File: src/design/srg_map.svh
// register map, field positions and reset values of the rate generator
`ifndef SRG_MAP_SVH
`define SRG_MAP_SVH
// ==========================================================
// register offsets (byte addresses)
`define SRG_CFG_ADDR 8'h00
`define SRG_CTL_ADDR 8'h04
`define SRG_STAT_ADDR 8'h08
// ==========================================================
// rate_gen_config fields
`define SRG_CFG_RESET 32'h2000_0001
`define SRG_RESYNC_BIT 31
`define SRG_EDGE_BIT 30
`define SRG_SRC_BIT 29
`define SRG_FGMODE_BIT 28
`define SRG_PER_HI 27
`define SRG_PER_LO 16
`define SRG_WID_HI 15
`define SRG_WID_LO 8
`define SRG_DIV_HI 7
`define SRG_DIV_LO 0
// ==========================================================
// control register fields
`define SRG_CTL_RESET 32'h0000_0000
`define SRG_CTL_MASK 32'h0000_007F
`define SRG_CTL_SRG_RESET_N 0
`define SRG_CTL_FRAME_GEN_RESET_N 1
`define SRG_CTL_RX_RESET_N 2
`define SRG_CTL_TX_RESET_N 3
`define SRG_CTL_FSXDIR 4
`define SRG_CTL_RXCLKDIR 5
`define SRG_CTL_TXCLKDIR 6
// ==========================================================
// status register fields and timing
`define SRG_STAT_CLK 0
`define SRG_STAT_FSG 1
`define SRG_STAT_RUN 2
`define SRG_WARM_LAST 4'h7
`endif

File: src/design/srg_pkg.sv
// types shared by the rate generator design
package srg_pkg;
  // frame generator states, gray coded along idle, warm-up, run
  typedef enum logic [1:0] {
    FG_IDLE = 2'b00,
    FG_WARM = 2'b01,
    FG_RUN = 2'b11
  } frame_state_t;
endpackage

File: src/design/serial_port_rate_generator.sv
// bit clock and frame pulse generator of a buffered serial port
//
// Operation
// - resync off: clock restarts only on a frame sync rise that meets a tick
// - resync on: restart clock, pulse on frame sync
// - resync and edge select only for external source
// - edge select 0 rising, 1 falling external edge
// - source select 0 external, 1 internal, reset 1
// - tx frame: copy pulse or generated frame pulse
// - period field plus one sets frame spacing
// - width field plus one sets pulse width
// - bit clock is input over divisor plus one
// - odd divisor even duty; zero holds high; even 2p: p+1 high
// - generator reset holds clock and pulse low
// - enabled clock goes high on next input edge
// - resync off: first frame pulse after eight bit clocks
// - clock direction 1 drives section clock from generator
// - updates on the selected edge of selected input clock
// - divider counter from divisor clocks frame counters
// - width and period count down in parallel, period only with resync off
// - frame sync rise restarts clock, starting high
//
// The address-and-strobe port and the address map are this design's own decisions.
`timescale 1ns/1ps
`include "srg_map.svh"

module serial_port_rate_generator (
  // clock and reset
  input wire logic clock,
  input wire logic rst,
  // register port
  input wire logic [7:0] reg_addr,
  input wire logic [31:0] reg_wdata,
  input wire logic reg_wr,
  input wire logic reg_rd,
  output logic [31:0] reg_rdata,
  // link side inputs
  input wire logic ext_srg_clock_in,
  input wire logic rx_frame_sync,
  input wire logic tx_copy_pulse,
  // generator outputs
  output logic gen_bit_clock,
  output logic gen_frame_pulse,
  // section enables
  output logic rx_reset_n,
  output logic tx_reset_n,
  // pin drivers
  output logic tx_frame_sync_out,
  output logic tx_frame_sync_oe,
  output logic rx_data_clock_out,
  output logic rx_data_clock_oe,
  output logic tx_data_clock_out,
  output logic tx_data_clock_oe
);

  // ==========================================================
  // registers
  logic [31:0] cfg_q;
  logic [31:0] ctl_q;
  logic [31:0] rdata_q;
  logic [7:0] ph_q;
  logic clk_q;
  logic run_q;
  logic pend_q;
  srg_pkg::frame_state_t state_q;
  logic [3:0] warm_q;
  logic [8:0] fw_q;
  logic [12:0] fp_q;
  logic fsg_q;
  logic txfs_q;

  // configuration views
  logic resync_cfg;
  logic edge_sel;
  logic src_int;
  logic fg_mode;
  logic [11:0] per;
  logic [7:0] wid;
  logic [7:0] div;
  logic srg_reset_n_n;
  logic frame_gen_reset_n_n;
  assign resync_cfg = cfg_q[`SRG_RESYNC_BIT];
  assign edge_sel = cfg_q[`SRG_EDGE_BIT];
  assign src_int = cfg_q[`SRG_SRC_BIT];
  assign fg_mode = cfg_q[`SRG_FGMODE_BIT];
  assign per = cfg_q[`SRG_PER_HI:`SRG_PER_LO];
  assign wid = cfg_q[`SRG_WID_HI:`SRG_WID_LO];
  assign div = cfg_q[`SRG_DIV_HI:`SRG_DIV_LO];
  assign srg_reset_n_n = ctl_q[`SRG_CTL_SRG_RESET_N];
  assign frame_gen_reset_n_n = ctl_q[`SRG_CTL_FRAME_GEN_RESET_N];

  // ==========================================================
  // register port: writes, and read data valid only the cycle after
  always_ff @(posedge clock or posedge rst) begin
    if (rst) begin
      cfg_q <= `SRG_CFG_RESET;
      ctl_q <= `SRG_CTL_RESET;
    end else if (reg_wr) begin
      if (reg_addr == `SRG_CFG_ADDR) cfg_q <= reg_wdata;
      if (reg_addr == `SRG_CTL_ADDR) ctl_q <= reg_wdata & `SRG_CTL_MASK;
    end
  end

  // unmapped addresses read zero
  always_ff @(posedge clock or posedge rst) begin
    if (rst) begin
      rdata_q <= 32'h0000_0000;
    end else if (reg_rd) begin
      case (reg_addr)
        `SRG_CFG_ADDR: rdata_q <= cfg_q;
        `SRG_CTL_ADDR: rdata_q <= ctl_q;
        `SRG_STAT_ADDR: rdata_q <= {29'h0000_0000, run_q, fsg_q, clk_q};
        default: rdata_q <= 32'h0000_0000;
      endcase
    end else begin
      rdata_q <= 32'h0000_0000;
    end
  end
  assign reg_rdata = rdata_q;

  // ==========================================================
  // synchronisers: a change counts when stages two and three agree
  logic [2:0] cks_q;
  logic [2:0] fsr_q;
  logic cks_lvl_q;
  logic fsr_lvl_q;
  always_ff @(posedge clock or posedge rst) begin
    if (rst) begin
      cks_q <= 3'h0;
      fsr_q <= 3'h0;
      cks_lvl_q <= 1'b0;
      fsr_lvl_q <= 1'b0;
    end else begin
      cks_q <= {cks_q[1:0], ext_srg_clock_in};
      fsr_q <= {fsr_q[1:0], rx_frame_sync};
      if (cks_q[1] == cks_q[2]) cks_lvl_q <= cks_q[2];
      if (fsr_q[1] == fsr_q[2]) fsr_lvl_q <= fsr_q[2];
    end
  end

  // edges of the filtered levels
  logic ext_rise;
  logic ext_fall;
  logic fs_rise;
  assign ext_rise = (cks_q[1] == cks_q[2]) && cks_q[2] && !cks_lvl_q;
  assign ext_fall = (cks_q[1] == cks_q[2]) && !cks_q[2] && cks_lvl_q;
  assign fs_rise = (fsr_q[1] == fsr_q[2]) && fsr_q[2] && !fsr_lvl_q;

  // ==========================================================
  // input clock selection: one tick per selected input edge
  logic tick;
  logic resync_on;
  assign tick = src_int ? 1'b1 : (edge_sel ? ext_fall : ext_rise);
  assign resync_on = !src_int && resync_cfg;

  // pending frame sync, caught between ticks; the set wins over the tick clear
  always_ff @(posedge clock or posedge rst) begin
    if (rst) begin
      pend_q <= 1'b0;
    end else if (!resync_on || !srg_reset_n_n) begin
      pend_q <= 1'b0;
    end else if (fs_rise) begin
      pend_q <= 1'b1;
    end else if (tick) begin
      pend_q <= 1'b0;
    end
  end

  logic restart;
  assign restart = tick && run_q && (pend_q || fs_rise);

  // ==========================================================
  // first divider stage; high part is divisor/2 + 1 input cycles
  logic [8:0] hi_len;
  logic [7:0] ph_inc;
  logic bclk_rise;
  assign hi_len = {2'b00, div[7:1]} + 9'h001;
  assign ph_inc = ph_q + 8'h01;
  assign bclk_rise = srg_reset_n_n && tick && (!run_q || restart || ph_q == div);

  // divisor zero leaves the clock high: every input tick is a bit clock
  always_ff @(posedge clock or posedge rst) begin
    if (rst) begin
      ph_q <= 8'h00;
      clk_q <= 1'b0;
      run_q <= 1'b0;
    end else if (!srg_reset_n_n) begin
      ph_q <= 8'h00;
      clk_q <= 1'b0;
      run_q <= 1'b0;
    end else if (tick) begin
      run_q <= 1'b1;
      if (bclk_rise) begin
        ph_q <= 8'h00;
        clk_q <= 1'b1;
      end else begin
        ph_q <= ph_inc;
        clk_q <= ({1'b0, ph_inc} < hi_len);
      end
    end
  end
  assign gen_bit_clock = clk_q;

  // ==========================================================
  // frame generator: warm-up of eight bit clocks, then counters
  always_ff @(posedge clock or posedge rst) begin
    if (rst) begin
      state_q <= srg_pkg::FG_IDLE;
      warm_q <= 4'h0;
      fw_q <= 9'h000;
      fp_q <= 13'h0000;
      fsg_q <= 1'b0;
    end else if (!srg_reset_n_n || !frame_gen_reset_n_n) begin
      state_q <= srg_pkg::FG_IDLE;
      warm_q <= 4'h0;
      fsg_q <= 1'b0;
    end else begin
      case (state_q)
        srg_pkg::FG_IDLE: begin
          state_q <= srg_pkg::FG_WARM;
          warm_q <= bclk_rise ? 4'h1 : 4'h0; // a rise here already counts
        end
        srg_pkg::FG_WARM: begin
          if (bclk_rise) begin
            if (warm_q == `SRG_WARM_LAST) begin
              state_q <= srg_pkg::FG_RUN;
              if (!resync_on) begin
                fsg_q <= 1'b1;
                fw_q <= {1'b0, wid};
                fp_q <= {1'b0, per};
              end
            end else begin
              warm_q <= warm_q + 4'h1;
            end
          end
        end
        srg_pkg::FG_RUN: begin
          if (bclk_rise) begin
            if (resync_on ? restart : (fp_q == 13'h0000)) begin
              fsg_q <= 1'b1;
              fw_q <= {1'b0, wid};
              fp_q <= {1'b0, per};
            end else begin
              if (!resync_on) fp_q <= fp_q - 13'h0001;
              if (fw_q == 9'h000) begin
                fsg_q <= 1'b0;
              end else begin
                fw_q <= fw_q - 9'h001;
              end
            end
          end
        end
        default: state_q <= srg_pkg::FG_IDLE;
      endcase
    end
  end
  assign gen_frame_pulse = fsg_q;

  // ==========================================================
  // transmit frame sync source, registered so the pin sees no glitch
  always_ff @(posedge clock or posedge rst) begin
    if (rst) begin
      txfs_q <= 1'b0;
    end else begin
      txfs_q <= fg_mode ? fsg_q : tx_copy_pulse;
    end
  end

  // pin drivers and section enables
  assign tx_frame_sync_oe = ctl_q[`SRG_CTL_FSXDIR];
  assign tx_frame_sync_out = ctl_q[`SRG_CTL_FSXDIR] && txfs_q;
  assign rx_data_clock_oe = ctl_q[`SRG_CTL_RXCLKDIR];
  assign rx_data_clock_out = ctl_q[`SRG_CTL_RXCLKDIR] && clk_q;
  assign tx_data_clock_oe = ctl_q[`SRG_CTL_TXCLKDIR];
  assign tx_data_clock_out = ctl_q[`SRG_CTL_TXCLKDIR] && clk_q;
  assign rx_reset_n = ctl_q[`SRG_CTL_RX_RESET_N];
  assign tx_reset_n = ctl_q[`SRG_CTL_TX_RESET_N];

  // ==========================================================
  // checks next to the logic
  a_reset_clk_low: assert property (@(posedge clock) disable iff (rst)
    !srg_reset_n_n |=> !gen_bit_clock && !gen_frame_pulse)
    else $error("generator outputs not low in generator reset");

  a_start_high: assert property (@(posedge clock) disable iff (rst)
    srg_reset_n_n && tick && !run_q |=> gen_bit_clock)
    else $error("bit clock did not start high");

  a_restart_high: assert property (@(posedge clock) disable iff (rst)
    restart && srg_reset_n_n |=> gen_bit_clock && ph_q == 8'h00)
    else $error("resync did not restart the bit clock high");

  a_duty_split: assert property (@(posedge clock) disable iff (rst)
    run_q |-> gen_bit_clock == ({1'b0, ph_q} < hi_len))
    else $error("bit clock high time wrong for divisor");

  a_phase_walk: assert property (@(posedge clock) disable iff (rst)
    srg_reset_n_n && run_q && tick && !restart && ph_q != div |=> ph_q == $past(ph_q) + 8'h01)
    else $error("divider phase did not advance by one");

  a_internal_tick: assert property (@(posedge clock) disable iff (rst)
    src_int |-> tick)
    else $error("internal source missed an input tick");

  a_edge_pick: assert property (@(posedge clock) disable iff (rst)
    !src_int && (edge_sel ? ext_rise : ext_fall) |-> !tick)
    else $error("external clock used on the wrong edge");

  a_free_run: assert property (@(posedge clock) disable iff (rst)
    !resync_on |=> !pend_q)
    else $error("frame sync pending while resync disabled");

  a_pulse_cause: assert property (@(posedge clock) disable iff (rst)
    $rose(gen_frame_pulse) |-> $past(state_q) != srg_pkg::FG_IDLE && $past(bclk_rise))
    else $error("frame pulse rose without a bit clock");

  a_sync_only: assert property (@(posedge clock) disable iff (rst)
    resync_on && state_q == srg_pkg::FG_RUN && !restart |=> !$rose(gen_frame_pulse))
    else $error("frame pulse without incoming frame sync");

  a_txfs_mode: assert property (@(posedge clock) disable iff (rst)
    tx_frame_sync_oe && fg_mode && $stable(cfg_q) && $stable(ctl_q)
    |=> tx_frame_sync_out == ($past(gen_frame_pulse) && tx_frame_sync_oe))
    else $error("transmit frame sync not following frame pulse");

  a_clock_route: assert property (@(posedge clock) disable iff (rst)
    rx_data_clock_oe |-> rx_data_clock_out == gen_bit_clock)
    else $error("receive clock not driven from bit clock");

endmodule // serial_port_rate_generator

File: config.mk
export PLATFORM = sky130hd
export DESIGN_NAME = serial_port_rate_generator
export DESIGN_NICKNAME = d
export VERILOG_FILES = /design/src/design/srg_pkg.sv /design/src/design/serial_port_rate_generator.sv
export VERILOG_INCLUDE_DIRS = /design/src /design/src/design
export SDC_FILE = /design/constraint.sdc
export NUM_CORES = 1
export LEC_CHECK = 0
export BUFFER_PORTS_ARGS = -buffer_cell sky130_fd_sc_hd__buf_2
export CAP_MARGIN = 20
export CORE_MARGIN = 1
export CORE_UTILIZATION = 50
export DETAILED_ROUTE_END_ITERATION = 7
export HOLD_SLACK_MARGIN = 0.12
export PLACE_DENSITY = 0.81
export SYNTH_ARGS = -nofsm -noshare
export SYNTH_HDL_FRONTEND = slang
export SYNTH_SLANG_ARGS = --single-unit
File: constraint.sdc
create_clock -name clock -period 4 [get_ports clock]
set_input_delay 0.6 -clock clock [delete_from_list [all_inputs] [get_ports clock]]
set_output_delay 0.6 -clock clock [all_outputs]
set_load 0.03 [all_outputs]
# Yosys cells after proc, flatten, opt, wreduce, memory -nomap -nowiden
# Index checks and enable logic that the tools add are counted.
# totals
output_inout_bits	42
ff_bits	120
elab_cells	136
# op_classes
bitwise_logic	1
magnitude_cmp	1
muxes	48
n_eq_ne	22
n_addsub	5
reduce_logical	42
# ops
cell	n
$pmux 32 s3	1
$mux 13	6
$mux 9	6
$mux 32	1
$pmux 13 s2	1
$mux 8	3
$ne 3x3->1 const B	7
$mux 1	20
$pmux 9 s2	1
$logic_and 1x1->1	14
$reduce_and 7->1	2
$logic_not 13->1	1
$sub 13x1->13 const B	1
$mux 4	3
$ne 2x2->1 const B	5
$logic_not 9->1	1
$reduce_bool 3->1	3
$sub 9x1->9 const B	1
$add 7x1->8 const B	1
$add 8x1->8 const B	1
$eq 8x3->1 const B	1
$eq 8x4->1 const B	1
$eq 8x8->1	1
$logic_not 1->1	8
other kinds (20)	29

# Longest topological paths before layout
# logic_depth
word_depth	13
depth_mapped	10
mapped_depth_nobuf	9

# Least setup slack after synthesis
# OpenSTA, ideal clock, no wires.
# synth_timing
path_kind	input to register
start	input reg_addr[5]
end	register cfg_q[10]
setup_time_ns	0.125
path_stages	6
t_arrival_ns	1.981
setup_slack_ns	1.895
cell_sequence	nor2_1 and4b_1 nand2_1 nor2_1 clkbuf_1 mux2_2
# synth_between
elab_chain_len	2
# synth_lines
item	line_no	rtl
start: declaration	serial_port_rate_generator.sv:32	input wire logic [7:0] reg_addr,
$logic_not 8->1	n/a	
$reduce_and 2->1 (no source line)	n/a	
end signal: assignment	serial_port_rate_generator.sv:96	cfg_q <= `SRG_CFG_RESET;
end signal: assignment	serial_port_rate_generator.sv:99	if (reg_addr == `SRG_CFG_ADDR) cfg_q <= reg_wdata;
end: declaration	serial_port_rate_generator.sv:58	logic [31:0] cfg_q;
# Every way passes these cells.
# A chain may end at the register's enable or synchronous reset.

# Final worst setup path
# layout_timing
start	register cks_q[1]
end	register fp_q[2]
# layout_between
elab_chain_len	12
word_cells_on_any_way	21
classes_between	eq/ne: 4; mux: 6; reduce/logical: 11
# layout_lines
item	line_no	rtl
start: declaration	serial_port_rate_generator.sv:123	logic [2:0] cks_q;
start signal: assignment	serial_port_rate_generator.sv:134	cks_q <= {cks_q[1:0], ext_srg_clock_in};
$eq 1x1->1 *	serial_port_rate_generator.sv:145, serial_port_rate_generator.sv:146	
$logic_and 1x1->1, on equally long branches (2 in series)	serial_port_rate_generator.sv:145, serial_port_rate_generator.sv:146	
$mux 1 * (2 in series)	serial_port_rate_generator.sv:153	assign tick = src_int ? 1'b1 : (edge_sel ? ext_fall : ext_rise);
$logic_and 1x1->1 (2 in series)	serial_port_rate_generator.sv:170	assign restart = tick && run_q && (pend_q || fs_rise);
$logic_or 1x1->1 (2 in series)	serial_port_rate_generator.sv:179	assign bclk_rise = srg_reset_n_n && tick && (!run_q || restart || ph_q == div);
$logic_and 1x1->1	serial_port_rate_generator.sv:179	
$ne 2x2->1 (no source line)	n/a	
$reduce_and 7->1 (no source line)	n/a	
end signal: assignment	serial_port_rate_generator.sv:230	fp_q <= {1'b0, per};
end signal: assignment	serial_port_rate_generator.sv:242	fp_q <= {1'b0, per};
end signal: assignment	serial_port_rate_generator.sv:244	if (!resync_on) fp_q <= fp_q - 13'h0001;
end: declaration	serial_port_rate_generator.sv:68	logic [12:0] fp_q;
# Mark *: on every way between the ends. The rest lies on a longest branch, timed or not. The select of a mux whose other input is x is not followed.

==> results.json <==
{
  "power_density_nw_per_um2": 430,
  "yosysTopAreaCell": "dfrtp_1",
  "synth-main-ff-cell": "dfrtp_1",
  "nets": 676,
  "holdBufCountCts": 0,
  "fin_skew_ns": 0.00824,
  "final_core_util_pct": 62.8,
  "rsz0062_at_grt": "no",
  "worstPathCellList": "inv_1 -> ha_1 -> and3_1 -> o31ai_1 -> nor3_1 -> o21ai_1 -> buf_4 -> a21oi_1 -> a2bb2oi_1",
  "async_reset_ff_share_pct": 100,
  "drtPass1Iterations": 4,
  "period_needed_ns": 2.55,
  "yosys-top-cells-count": "dfrtp_1 (118), mux2_2 (41), nor2_1 (33), and2_1 (31), nand2_1 (30)",
  "n_antenna_cell": 0,
  "p_leak_nw": 3.43,
  "highest_layer": "met4",
  "cts_max_path_buffers": 2,
  "cp.arrival_ns": 2.83,
  "cts.sinks": 120,
  "io-pin-count": 89,
  "htree_levels": 4,
  "die_w_um": 110,
  "avgSynthCellArea_um2": 11.1,
  "synth.most_common_cell": "dfrtp_1",
  "rows": 38,
  "yosys_warnings": 0,
  "relSlewSlack_pct": 33.0,
  "place_congestion": 0.844,
  "status": "completed",
  "ant_nets": 0,
  "grt_pass1_vias": 4327,
  "antenna_found_initial": 0,
  "syn-num-nets": 584,
  "drive_gt1_share_pct": 28.7,
  "dp_hpwl_um": 8800,
  "path_clk_slew_ns": 0.05,
  "vdd_drop_max_mv": 0.375,
  "layoutNonFillerInstCount": 767,
  "cts_tree": "yes",
  "cp-end-kind": "flop",
  "worstSkewPairLatency_ns": 0.41,
  "synth_seq_area_share_pct": 51.8,
  "finalSetupViolCount": 0,
  "wl_per_cell_um": 16.4,
  "io_buffers": 88,
  "post-place-cells": 734,
  "routed_via_density": 5.64,
  "slowest_stage": "o31ai_1",
  "crit_type": "flop to flop",
  "numCtsBuffers": 17,
  "final_max_slew_viol_count": 0,
  "cp-start-kind": "flop",
  "synth.cell_area_um2": 5800,
  "hp-class": "input pin to flop",
  "worst_pin_slew_ns": 1.00,
  "post_cts_buffers": 0,
  "synth_edf_count": 0,
  "finalHoldViolCount": 0,
  "clock.fmax_ghz": 0.392,
  "initial_utilization_pct": 52.3,
  "fin_tns_setup_ns": 0,
  "wl_met2_um": 6120,
  "vias": 4326,
  "critPathBufInv": 2,
  "root_buffer": "clkbuf_16",
  "synth_area_leaders": "dfrtp_1 (51%), mux2_2 (8.0%), mux2i_1 (3.5%), and2_1 (3.3%), ha_1 (3.2%)",
  "wl_met1_um": 5610,
  "overflow": 0,
  "grtUsageTotal_pct": 23.3,
  "cts_resized": 0,
  "postSynthCellCount": 522,
  "drt-initial-drc-count": 332,
  "required_ns": 4.27,
  "maxCapViolations": 0,
  "die_h_um": 110,
  "slowest_delay_ns": 0.55,
  "syn_to_final_growth_pct": 20.0,
  "cp_max_fo": 11,
  "synth_top_area_share_pct": 50.9,
  "design.core.area_um2": 11100,
  "wl_met3_um": 598,
  "yosysUniqueCellTypes": 63,
  "drc": 0,
  "grt_pass1_wl_um": 21000,
  "dieArea_um2": 12000,
  "grt_max_degree": 66,
  "period_share_pct": 63.8,
  "path_delay_family": "compound AO/OA/AOI/OAI gates",
  "drt-total-wl_um": 12600,
  "ys_seq_elements": 120
}
==> stage by stage <==
stage                     hold slack, ns  area (µm²)  setup WS (ns)  total power (W)
after floorplan                    0.331        5800          0.217          0.00137
after global placement             0.346        6330           1.46          0.00142
after detailed placement           0.346        6330           1.26          0.00143
after CTS                          0.270        6950           1.25          0.00302
after global routing               0.278        6960           1.24          0.00310
final                              0.289        6960           1.45          0.00299
==> where the power goes <==
| part | leakage, nW | switching (W) | internal (W) |
|---|---|---|---|
| logic | 1.49 | 0.0000780 | 0.0000601 |
| registers | 1.64 | 0.0000296 | 0.00124 |
| clock network | 0.302 | 0.000532 | 0.00105 |
==> per-layer routing <==
metal  vias up  global-route usage [%]
met5         -                       0
met4         0                    9.71
met3        23                    6.28
met2       120                    37.7
met1      2153                    29.5
li1       2030                       -
==> area by class of cell <==
cell class | instances | area [µm²]
tap | 140 | 175
multi-input combinational | 358 | 2590
inverter | 25 | 96.3
clock inverter | 13 | 178
sequential | 120 | 3010
timing repair buffer | 92 | 470
clock buffer | 19 | 443
fill | 841 | 4120
==> sequential cells by signal, indices dropped and copies added, names as in the netlist <==
register         flops
warm_q               4
state_q              2
cks_q                3
pend_q               1
fp_q                13
cks_lvl_q            1
run_q                1
gen_bit_clock        1
cfg_q               32
fsr_lvl_q            1
reg_rdata           32
ph_q                 8
fsr_q                3
ctl_q                7
fw_q                 9
txfs_q               1
gen_frame_pulse      1
==> cells by family after synthesis <==
family,count (synthesis),share of synthesized area [%]
AOI/OAI and AO/OA,92,10.6
xor gates and xnor gates,21,3.17
adders and majority gates,15,3.24
buffers and inverters,44,3.60
DFF,120,51.8
muxes,61,11.4
and+or+nand+nor,169,16.1
==> cell usage in the layout (no fill, tap or decap), drive strengths merged, types with 4 or more instances in the layout <==
| master | Yosys | layout |
|---|---|---|
| a21oi | 18 | 18 |
| dfrtp | 118 | 118 |
| mux2i | 20 | 20 |
| nor3b | 4 | 4 |
| clkbuf | 10 | 19 |
| and2 | 31 | 31 |
| nor3 | 20 | 20 |
| nor4 | 4 | 4 |
| o21a | 4 | 4 |
| o2bb2ai | 7 | 7 |
| bufinv | 0 | 4 |
| o21ai | 32 | 32 |
| a2bb2oi | 6 | 6 |
| a22oi | 4 | 4 |
| nor2 | 34 | 34 |
| buf | 9 | 92 |
| and3 | 7 | 7 |
| or3 | 5 | 5 |
| xnor2 | 14 | 14 |
| nand2 | 30 | 30 |
| xor2 | 7 | 7 |
| mux2 | 41 | 41 |
| clkinv | 0 | 7 |
| nand4 | 6 | 6 |
| ha | 15 | 15 |
| inv | 25 | 25 |
| nand3 | 12 | 12 |
==> path summary, 6_finish.rpt <==
kind	slack [ns]	cells past startpoint	start	endpoint
max	1.45	9	cks_q[1]$_DFF_PP0_	fp_q[2]$_DFFE_PP0P_
min	0.29	1	ext_srg_clock_in	cks_q[0]$_DFF_PP0_
max reg2reg	1.45	9	cks_q[1]$_DFF_PP0_	fp_q[2]$_DFFE_PP0P_
min reg2reg	0.35	0	fsr_q[0]$_DFF_PP0_	fsr_q[1]$_DFF_PP0_
max in group asynchronous	2.75	3	rst	cfg_q[29]$_DFFE_PP1P_
min in group asynchronous	0.33	2	rst	reg_rdata[17]$_DFF_PP0_
No activity file was read; power rests on OpenSTA's default activity.
